### src/hdl/pieb_pkg.sv
// Package of the peripheral interrupt enable bank: register map, field positions and reset values.
// Assumes one core clock and an 8-bit internal register port.
package pieb_pkg;

	localparam int ADDR_W = 2;
	localparam int DATA_W = 8;

	// Register offsets
	localparam logic [1:0] OFS_PERIPH_EN = 2'h0;
	localparam logic [1:0] OFS_CAN_EN = 2'h1;
	localparam logic [1:0] OFS_PERIPH_FLAG = 2'h2;
	localparam logic [1:0] OFS_CAN_FLAG = 2'h3;

	// Field positions of peripheral_int_enable_second
	localparam int BIT_COMPARATOR = 6;
	localparam int BIT_BUS_COLLISION = 3;
	localparam int BIT_LOW_VOLTAGE = 2;
	localparam int BIT_TIMER_THREE = 1;

	// Field positions of can_int_enable
	localparam int BIT_INVALID_MSG = 7;
	localparam int BIT_BUS_WAKE = 6;
	localparam int BIT_BUS_ERROR = 5;
	localparam int BIT_TX_BUF_TWO = 4;
	localparam int BIT_TX_BUF_ONE = 3;
	localparam int BIT_TX_BUF_ZERO = 2;
	localparam int BIT_RX_BUF_ONE = 1;
	localparam int BIT_RX_BUF_ZERO = 0;

	// Implemented bits; bits 7, 5, 4 and the capture bit 0 of the first group read zero
	localparam logic [7:0] PERIPH_IMPL_MASK = 8'h4e;
	localparam logic [7:0] CAN_IMPL_MASK = 8'hff;

	// Reset values
	localparam logic [7:0] PERIPH_EN_RESET = 8'h00;
	localparam logic [7:0] CAN_EN_RESET = 8'hff;
	localparam logic [7:0] FLAG_RESET = 8'h00;
	localparam logic [7:0] READ_IDLE = 8'h00;

	// Peripheral event pulses, one bit per flag position
	typedef struct packed {
		logic [7:0] periph;
		logic [7:0] can;
	} pieb_evt_t;

	// Register port request
	typedef struct packed {
		logic [1:0] addr;
		logic [7:0] wdata;
		logic wr;
		logic rd;
	} pieb_req_t;

endpackage

### src/hdl/pieb_top.sv
// Peripheral interrupt enable bank: two enable registers, two sticky flag registers and the
// combined peripheral interrupt request.
// Assumes event pulses come from logic on sys_clk_in and a master that never needs a wait state.
`timescale 1ns/1ps

module pieb_top
(
	// Clock and reset
	input wire logic sys_clk_in,
	input wire logic reset_n_in,
	// Register port
	input wire pieb_pkg::pieb_req_t req_in,
	output logic [7:0] rd_data_out,
	// Peripheral events
	input wire pieb_pkg::pieb_evt_t evt_in,
	// Interrupt requests
	output logic [7:0] periph_pend_out,
	output logic [7:0] can_pend_out,
	output logic irq_out
);

	// Flag update: the hardware set wins over a software write-one clear in the same cycle
	function automatic logic [7:0] flag_next(input logic [7:0] cur, input logic [7:0] set,
		input logic [7:0] clr, input logic [7:0] impl);
		flag_next = ((cur & ~clr) | set) & impl;
	endfunction

	logic [7:0] periph_en_ff;
	logic [7:0] can_en_ff;
	logic [7:0] periph_flag_ff;
	logic [7:0] can_flag_ff;
	logic [7:0] rd_data_ff;
	logic [7:0] periph_pend_ff;
	logic [7:0] can_pend_ff;
	logic irq_ff;

	logic [7:0] nxt_periph_en;
	logic [7:0] nxt_can_en;
	logic [7:0] nxt_periph_flag;
	logic [7:0] nxt_can_flag;
	logic [7:0] nxt_rd_data;
	logic [7:0] nxt_periph_pend;
	logic [7:0] nxt_can_pend;
	logic nxt_irq;

	// Address decode
	wire logic wr_periph_en = req_in.wr && (req_in.addr == pieb_pkg::OFS_PERIPH_EN);
	wire logic wr_can_en = req_in.wr && (req_in.addr == pieb_pkg::OFS_CAN_EN);
	wire logic wr_periph_flag = req_in.wr && (req_in.addr == pieb_pkg::OFS_PERIPH_FLAG);
	wire logic wr_can_flag = req_in.wr && (req_in.addr == pieb_pkg::OFS_CAN_FLAG);
	wire logic [7:0] periph_clr = wr_periph_flag ? req_in.wdata : 8'h00;
	wire logic [7:0] can_clr = wr_can_flag ? req_in.wdata : 8'h00;

	// Enable registers; unimplemented bits never store a one
	assign nxt_periph_en = wr_periph_en ? (req_in.wdata & pieb_pkg::PERIPH_IMPL_MASK) : periph_en_ff;
	assign nxt_can_en = wr_can_en ? (req_in.wdata & pieb_pkg::CAN_IMPL_MASK) : can_en_ff;

	// Sticky flags; only a software write of one clears them
	assign nxt_periph_flag = flag_next(periph_flag_ff, evt_in.periph, periph_clr, pieb_pkg::PERIPH_IMPL_MASK);
	assign nxt_can_flag = flag_next(can_flag_ff, evt_in.can, can_clr, pieb_pkg::CAN_IMPL_MASK);

	// Read mux; stands only in the cycle after the read strobe
	wire logic [7:0] rd_mux =
		(req_in.addr == pieb_pkg::OFS_PERIPH_EN) ? periph_en_ff :
		(req_in.addr == pieb_pkg::OFS_CAN_EN) ? can_en_ff :
		(req_in.addr == pieb_pkg::OFS_PERIPH_FLAG) ? periph_flag_ff :
		can_flag_ff;
	assign nxt_rd_data = req_in.rd ? rd_mux : pieb_pkg::READ_IDLE;

	// Per-source gating, each enable bit passes or blocks its own flag
	assign nxt_periph_pend = periph_flag_ff & periph_en_ff;
	// CAN sources gated the same way
	assign nxt_can_pend = can_flag_ff & can_en_ff;
	// Any enabled flag raises the request
	assign nxt_irq = |{nxt_periph_pend, nxt_can_pend};

	always_ff @(posedge sys_clk_in or negedge reset_n_in)
	begin
		if (!reset_n_in)
		begin
			periph_en_ff <= pieb_pkg::PERIPH_EN_RESET;
			can_en_ff <= pieb_pkg::CAN_EN_RESET;
			periph_flag_ff <= pieb_pkg::FLAG_RESET;
			can_flag_ff <= pieb_pkg::FLAG_RESET;
		end
		else
		begin
			periph_en_ff <= nxt_periph_en;
			can_en_ff <= nxt_can_en;
			periph_flag_ff <= nxt_periph_flag;
			can_flag_ff <= nxt_can_flag;
		end
	end

	// Outputs are registered, so the request lags the flag by one cycle
	always_ff @(posedge sys_clk_in or negedge reset_n_in)
	begin
		if (!reset_n_in)
		begin
			rd_data_ff <= pieb_pkg::READ_IDLE;
			periph_pend_ff <= 8'h00;
			can_pend_ff <= 8'h00;
			irq_ff <= 1'b0;
		end
		else
		begin
			rd_data_ff <= nxt_rd_data;
			periph_pend_ff <= nxt_periph_pend;
			can_pend_ff <= nxt_can_pend;
			irq_ff <= nxt_irq;
		end
	end

	assign rd_data_out = rd_data_ff;
	assign periph_pend_out = periph_pend_ff;
	assign can_pend_out = can_pend_ff;
	assign irq_out = irq_ff;

	a_unimpl_read_zero: assert property (
		@(posedge sys_clk_in) disable iff (!reset_n_in)
		(req_in.rd && (req_in.addr == pieb_pkg::OFS_PERIPH_EN))
		|=> (rd_data_out[7] == 1'b0) && (rd_data_out[5:4] == 2'b00))
		else $error("Unimplemented enable bits read as one");

	a_comparator_gate: assert property (
		@(posedge sys_clk_in) disable iff (!reset_n_in)
		##1 periph_pend_out[pieb_pkg::BIT_COMPARATOR] ==
		($past(periph_flag_ff[pieb_pkg::BIT_COMPARATOR]) && $past(periph_en_ff[pieb_pkg::BIT_COMPARATOR])))
		else $error("Comparator request not gated by its enable");

	a_collision_gate: assert property (
		@(posedge sys_clk_in) disable iff (!reset_n_in)
		(periph_flag_ff[pieb_pkg::BIT_BUS_COLLISION] && !periph_en_ff[pieb_pkg::BIT_BUS_COLLISION])
		|=> !periph_pend_out[pieb_pkg::BIT_BUS_COLLISION])
		else $error("Bus collision request passed while disabled");

	a_low_volt_gate: assert property (
		@(posedge sys_clk_in) disable iff (!reset_n_in)
		(periph_flag_ff[pieb_pkg::BIT_LOW_VOLTAGE] && periph_en_ff[pieb_pkg::BIT_LOW_VOLTAGE])
		|=> periph_pend_out[pieb_pkg::BIT_LOW_VOLTAGE] && irq_out)
		else $error("Low voltage request blocked while enabled");

	a_timer_gate: assert property (
		@(posedge sys_clk_in) disable iff (!reset_n_in)
		(wr_periph_en && !req_in.wdata[pieb_pkg::BIT_TIMER_THREE])
		|=> ##1 !periph_pend_out[pieb_pkg::BIT_TIMER_THREE])
		else $error("Timer overflow request passed after disable write");

	a_invalid_gate: assert property (
		@(posedge sys_clk_in) disable iff (!reset_n_in)
		##1 can_pend_out[pieb_pkg::BIT_INVALID_MSG] ==
		($past(can_flag_ff[pieb_pkg::BIT_INVALID_MSG]) && $past(can_en_ff[pieb_pkg::BIT_INVALID_MSG])))
		else $error("Invalid message request not gated by its enable");

	a_wake_gate: assert property (
		@(posedge sys_clk_in) disable iff (!reset_n_in)
		(evt_in.can[pieb_pkg::BIT_BUS_WAKE] && can_en_ff[pieb_pkg::BIT_BUS_WAKE] && !wr_can_en)
		|=> ##1 can_pend_out[pieb_pkg::BIT_BUS_WAKE])
		else $error("Wake event not raised two cycles later");

	a_error_gate: assert property (
		@(posedge sys_clk_in) disable iff (!reset_n_in)
		!can_en_ff[pieb_pkg::BIT_BUS_ERROR] |=> !can_pend_out[pieb_pkg::BIT_BUS_ERROR])
		else $error("Bus error request passed while disabled");

	a_tx_buf_gate: assert property (
		@(posedge sys_clk_in) disable iff (!reset_n_in)
		##1 can_pend_out[4:2] == ($past(can_flag_ff[4:2]) & $past(can_en_ff[4:2])))
		else $error("Transmit buffer requests not gated per bit");

	a_rx_buf_gate: assert property (
		@(posedge sys_clk_in) disable iff (!reset_n_in)
		##1 can_pend_out[1:0] == ($past(can_flag_ff[1:0]) & $past(can_en_ff[1:0])))
		else $error("Receive buffer requests not gated per bit");

	a_flag_sticky: assert property (
		@(posedge sys_clk_in) disable iff (!reset_n_in)
		(can_flag_ff[pieb_pkg::BIT_TX_BUF_ZERO] && !wr_can_flag)
		|=> can_flag_ff[pieb_pkg::BIT_TX_BUF_ZERO])
		else $error("Flag dropped without a software clear");

	a_irq_combined: assert property (
		@(posedge sys_clk_in) disable iff (!reset_n_in)
		##1 irq_out == ($past(|(periph_flag_ff & periph_en_ff)) || $past(|(can_flag_ff & can_en_ff))))
		else $error("Interrupt output disagrees with enabled flags");

	a_set_beats_clear: assert property (
		@(posedge sys_clk_in) disable iff (!reset_n_in)
		(evt_in.periph[pieb_pkg::BIT_COMPARATOR] && wr_periph_flag)
		|=> periph_flag_ff[pieb_pkg::BIT_COMPARATOR])
		else $error("Event lost under a simultaneous clear");

	a_read_one_cycle: assert property (
		@(posedge sys_clk_in) disable iff (!reset_n_in)
		!req_in.rd |=> rd_data_out == 8'h00)
		else $error("Read data stands outside its cycle");

	a_unimpl_never_stored: assert property (
		@(posedge sys_clk_in) disable iff (!reset_n_in)
		wr_periph_en
		|=> (periph_en_ff[7] == 1'b0) && (periph_en_ff[5:4] == 2'h0))
		else $error("Unimplemented enable bit stored a one");

	a_read_periph_en: assert property (
		@(posedge sys_clk_in) disable iff (!reset_n_in)
		(req_in.rd && (req_in.addr == pieb_pkg::OFS_PERIPH_EN))
		|=> (rd_data_out == $past(periph_en_ff)) && (rd_data_out[0] == 1'b0))
		else $error("First enable register read back wrong");

	a_en_write_lands: assert property (
		@(posedge sys_clk_in) disable iff (!reset_n_in)
		wr_periph_en
		|=> periph_en_ff == ($past(req_in.wdata) & pieb_pkg::PERIPH_IMPL_MASK))
		else $error("First enable register write did not land");

	a_comparator_block: assert property (
		@(posedge sys_clk_in) disable iff (!reset_n_in)
		(periph_flag_ff[pieb_pkg::BIT_COMPARATOR] && !periph_en_ff[pieb_pkg::BIT_COMPARATOR])
		|=> !periph_pend_out[pieb_pkg::BIT_COMPARATOR])
		else $error("Comparator request passed while disabled");

	a_collision_pass: assert property (
		@(posedge sys_clk_in) disable iff (!reset_n_in)
		(periph_flag_ff[pieb_pkg::BIT_BUS_COLLISION] && periph_en_ff[pieb_pkg::BIT_BUS_COLLISION])
		|=> periph_pend_out[pieb_pkg::BIT_BUS_COLLISION] && irq_out)
		else $error("Bus collision request blocked while enabled");

	a_low_volt_block: assert property (
		@(posedge sys_clk_in) disable iff (!reset_n_in)
		(periph_flag_ff[pieb_pkg::BIT_LOW_VOLTAGE] && !periph_en_ff[pieb_pkg::BIT_LOW_VOLTAGE])
		|=> !periph_pend_out[pieb_pkg::BIT_LOW_VOLTAGE])
		else $error("Low voltage request passed while disabled");

	a_timer_pass: assert property (
		@(posedge sys_clk_in) disable iff (!reset_n_in)
		(periph_flag_ff[pieb_pkg::BIT_TIMER_THREE] && periph_en_ff[pieb_pkg::BIT_TIMER_THREE])
		|=> periph_pend_out[pieb_pkg::BIT_TIMER_THREE] && irq_out)
		else $error("Timer overflow request blocked while enabled");

	a_invalid_block: assert property (
		@(posedge sys_clk_in) disable iff (!reset_n_in)
		(can_flag_ff[pieb_pkg::BIT_INVALID_MSG] && !can_en_ff[pieb_pkg::BIT_INVALID_MSG])
		|=> !can_pend_out[pieb_pkg::BIT_INVALID_MSG])
		else $error("Invalid message request passed while disabled");

	a_read_can_en: assert property (
		@(posedge sys_clk_in) disable iff (!reset_n_in)
		(req_in.rd && (req_in.addr == pieb_pkg::OFS_CAN_EN))
		|=> rd_data_out == $past(can_en_ff))
		else $error("Second enable register read back wrong");

	a_wake_block: assert property (
		@(posedge sys_clk_in) disable iff (!reset_n_in)
		(can_flag_ff[pieb_pkg::BIT_BUS_WAKE] && !can_en_ff[pieb_pkg::BIT_BUS_WAKE])
		|=> !can_pend_out[pieb_pkg::BIT_BUS_WAKE])
		else $error("Wake request passed while disabled");

	a_error_pass: assert property (
		@(posedge sys_clk_in) disable iff (!reset_n_in)
		(can_flag_ff[pieb_pkg::BIT_BUS_ERROR] && can_en_ff[pieb_pkg::BIT_BUS_ERROR])
		|=> can_pend_out[pieb_pkg::BIT_BUS_ERROR] && irq_out)
		else $error("Bus error request blocked while enabled");

	a_tx_disable_write: assert property (
		@(posedge sys_clk_in) disable iff (!reset_n_in)
		(wr_can_en && (req_in.wdata[pieb_pkg::BIT_TX_BUF_TWO:pieb_pkg::BIT_TX_BUF_ZERO] == 3'h0))
		|=> ##1 (can_pend_out[pieb_pkg::BIT_TX_BUF_TWO:pieb_pkg::BIT_TX_BUF_ZERO] == 3'h0))
		else $error("Transmit buffer request passed after disable write");

	a_tx_en_lands: assert property (
		@(posedge sys_clk_in) disable iff (!reset_n_in)
		wr_can_en
		|=> can_en_ff[4:2] == $past(req_in.wdata[4:2]))
		else $error("Transmit buffer enables did not land");

	a_rx_en_lands: assert property (
		@(posedge sys_clk_in) disable iff (!reset_n_in)
		wr_can_en
		|=> can_en_ff[1:0] == $past(req_in.wdata[1:0]))
		else $error("Receive buffer enables did not land");

	a_flag_clear_works: assert property (
		@(posedge sys_clk_in) disable iff (!reset_n_in)
		(wr_can_flag && req_in.wdata[pieb_pkg::BIT_TX_BUF_ZERO] && !evt_in.can[pieb_pkg::BIT_TX_BUF_ZERO])
		|=> !can_flag_ff[pieb_pkg::BIT_TX_BUF_ZERO])
		else $error("Flag not cleared by a written one");

	a_event_sets_flag: assert property (
		@(posedge sys_clk_in) disable iff (!reset_n_in)
		evt_in.periph[pieb_pkg::BIT_BUS_COLLISION]
		|=> periph_flag_ff[pieb_pkg::BIT_BUS_COLLISION])
		else $error("Event did not set its flag");

	a_irq_from_pend: assert property (
		@(posedge sys_clk_in) disable iff (!reset_n_in)
		irq_out == ((|periph_pend_out) || (|can_pend_out)))
		else $error("Interrupt output disagrees with pending outputs");

endmodule

### config.mk
export PLATFORM = sky130hd
export DESIGN_NAME = pieb_top
export DESIGN_NICKNAME = d
export VERILOG_FILES = /design/src/hdl/pieb_pkg.sv /design/src/hdl/pieb_top.sv
export SDC_FILE = /design/constraint.sdc
export NUM_CORES = 1
export LEC_CHECK = 0
export ABC_AREA = 1
export BUFFER_PORTS_ARGS = -buffer_cell sky130_fd_sc_hd__buf_2
export CAP_MARGIN = 10
export CORE_UTILIZATION = 30
export CTS_CLUSTER_SIZE = 16
export DETAILED_ROUTE_END_ITERATION = 7
export SLEW_MARGIN = 10
export SYNTH_ARGS = -nofsm -noshare
export SYNTH_HDL_FRONTEND = slang
export SYNTH_SLANG_ARGS = --single-unit
export TNS_END_PERCENT = 1
### constraint.sdc
create_clock -name sys_clk_in -period 1.3 [get_ports sys_clk_in]
set_clock_uncertainty 0.05 [all_clocks]
set_input_delay 0.325 -clock sys_clk_in [delete_from_list [all_inputs] [get_ports sys_clk_in]]
set_output_delay 0.325 -clock sys_clk_in [all_outputs]
set_load 0.02 [all_outputs]
==> flow_summary.toml <==
[die]
start_util_pct = 31.2
pin_count = 55
die_area_um2 = 6510
core_um2 = 5960
die_w_um = 80.7
rows = 28
die_h_um = 80.7

[critical_path]
r2r_cells = 4
critPathCaptureType = "primary output"
path_delay_family = "flip-flops"
crit_start = "rd_data_out[1]"
timing.rr.start = "can_en_ff[2]"
cp.arrival_ps = 830
worstSetupStartpointType = "flop"
path_cells = "buf_2"
r2r_setup_slack_ps = 240
cp_num_cells = 1
critPathKind = "reg -> out"
crit_buf_inv = 1
endpoint = "rd_data_out[1]"
crit_slowest_cell = "dfrtp_1"
worst_path_largest_cell_delay_ps = 380
worstPathRequired_ps = 930
reg2reg_to = "rd_data_out[2]"
critPathMaxFanout = 1

[cts]
ctsHoldBuffers = 1
cts_resized = 0
clk_pin_slew_worst_paths_ps = 90
cts_setup_buffers = 0
numCtsBuffers = 5
cts_tree = "built"
clockRootBuffer = "clkbuf_8"
clock-sinks = 45
cts_buffer_depth = 2
h-tree-depth = 2
clock_latency_ps = 300

[place]
place_hpwl_mm = 2.86
place_congestion = 0.776
portBuffers = 46
place_inst = 327

[synth]
synth_top_family_by_area = "simple AND/OR/NAND/NOR gates"
synth_compound_area_share_pct = 9.97
yosys.area_share.adder_pct = 0
ys_seq_area_share_pct = 61.2
muxShareOfSynthArea_pct = 0
synthCells = 206
syn_area_um2 = 1860
synthSimpleGateAreaFrac_pct = 17.9
synth-xor-area-share_pct = 0
yosys_warnings = 0
synth.distinct_cells = 19
avgSynthCellArea_um2 = 9.01
synth-seq-cells = 45

[global_routing]
grt_start_max_net_pins = 46
gr-total-overflow = 0
grt_antenna_before_repair = 0
grt_first_pass_wirelength_mm = 6.14
grt_pass1_vias = 1337
grtUsageTotal_pct = 12.8

[final_layout]
layout_common_cells = "nand2_1 (56), buf_2 (46), inv_1 (39)"
layout.nets = 290
final_common_cell = "nand2_1"
fin_cells = 336
synthToLayoutAreaGrowth_pct = 22.9
final_util_pct = 38.3
drive_above_1_share_pct = 26.8
antenna_cells = 0

[routing]
wl_mm = 3.78
first_iter_violations = 84
num_vias = 1385
wl_met1_mm = 1.73
ant_nets = 0
wl_met3_um = 201
drt_first_pass_iters = 5
drcViolationCount = 0
wl_per_cell_um = 11.3
top_layer = "met4"
wl_met2_mm = 1.80
post_drt_via_cell_ratio = 4.12

[pwr]
leakage_nw = 1.25
ir_worst_vdd_mv = 0.428
power_mw = 3.08
powerDensity_nw_per_um2 = 1350

[run_status]
run_status = "finished, final reports clean"

[timing]
rsz0062_at_grt = "false"
fmax_mhz = 829
slew_viol_final = 0
fin_crit_sh_pct = 92.8
hold_viol_final = 0
period_needed_ps = 1210
setup_viol = 0

[min_path]
min_path_cells = 3
hp-class = "in -> reg"

[flow_run]
drv_cap = 0
==> where the power goes <==
group          switching [mW]  total (mW)  leakage [nW]  internal (mW)
logic                   0.353       0.539         0.700          0.186
registers              0.0716        1.65         0.507           1.58
clock network           0.501       0.892        0.0452          0.392
total                   0.925        3.08          1.25           2.16
==> registers in the layout, summed over array words and instances (netlist names) <==
register / count
periph_pend_out: 4
periph_en_ff: 4
can_pend_out: 8
can_en_ff: 8
periph_flag_ff: 4
rd_data_out: 8
irq_out: 1
can_flag_ff: 8
==> worst min-delay path by stage <==
stage | startpoint | end | slack (ps)
2_1_floorplan | reset_n_in | can_flag_ff[0] | -20
3_3_place_gp | reset_n_in | can_pend_out[4] | 270
3_5_place_dp | reset_n_in | can_pend_out[5] | 270
4_1_cts | evt_in[2] | can_flag_ff[2] | 140
5_1_grt | evt_in[9] | periph_flag_ff[1] | 150
6_report | evt_in[2] | can_flag_ff[2] | 150
==> synth_stat cells <==
cell type | n | share of area (%)
o21ai_0 | 24 | 6.5
nand4_1 | 2 | 0.67
nor2_1 | 8 | 1.6
nand3_1 | 3 | 0.81
nand3b_1 | 4 | 1.6
dfrtp_1 | 37 | 50
nand2_2 | 1 | 0.34
inv_2 | 1 | 0.20
nand2_1 | 56 | 11
dfstp_2 | 8 | 11
nor3_1 | 1 | 0.27
or2_2 | 2 | 0.67
buf_4 | 5 | 2.0
o21bai_1 | 2 | 0.81
inv_1 | 39 | 7.9
nand2_4 | 1 | 0.61
a21oi_1 | 10 | 2.7
conb_1 | 1 | 0.20
buf_6 | 1 | 0.61
==> cell type report <==
class	count	area, um2
fillers	628	3670
flip-flops and latches	45	1140
multi-input cells	118	533
repair buffers	50	275
inverters	40	150
well taps	75	93.8
clock buffers	5	68.8
clock inverters	3	25.0
==> stage by stage <==
stage	setup TNS [ps]	instance area, um2	setup WS [ps]	hold slack [ps]
3_3_place_gp	0	2180	32.6	272
5_1_grt	0	2280	55.3	149
3_5_place_dp	-5.90	2180	-5.90	269
6_report	0	2280	93.1	153
2_1_floorplan	0	1870	186	-20.6
4_1_cts	0	2280	76.4	143
==> cell families after synthesis <==
kind of cell	count (synthesis)
buffers and inverters	46
other	1
DFF	45
AOI/OAI and AO/OA	36
and+or+nand+nor	78
==> routing by layer <==
layer / up-vias / global-route usage, %
li1: 728 / -
met1: 617 / 15.8
met2: 35 / 21.4
met3: 5 / 3.07
met4: 0 / 5.36
met5: - / 0
Power figures use the tool's default switching activity.
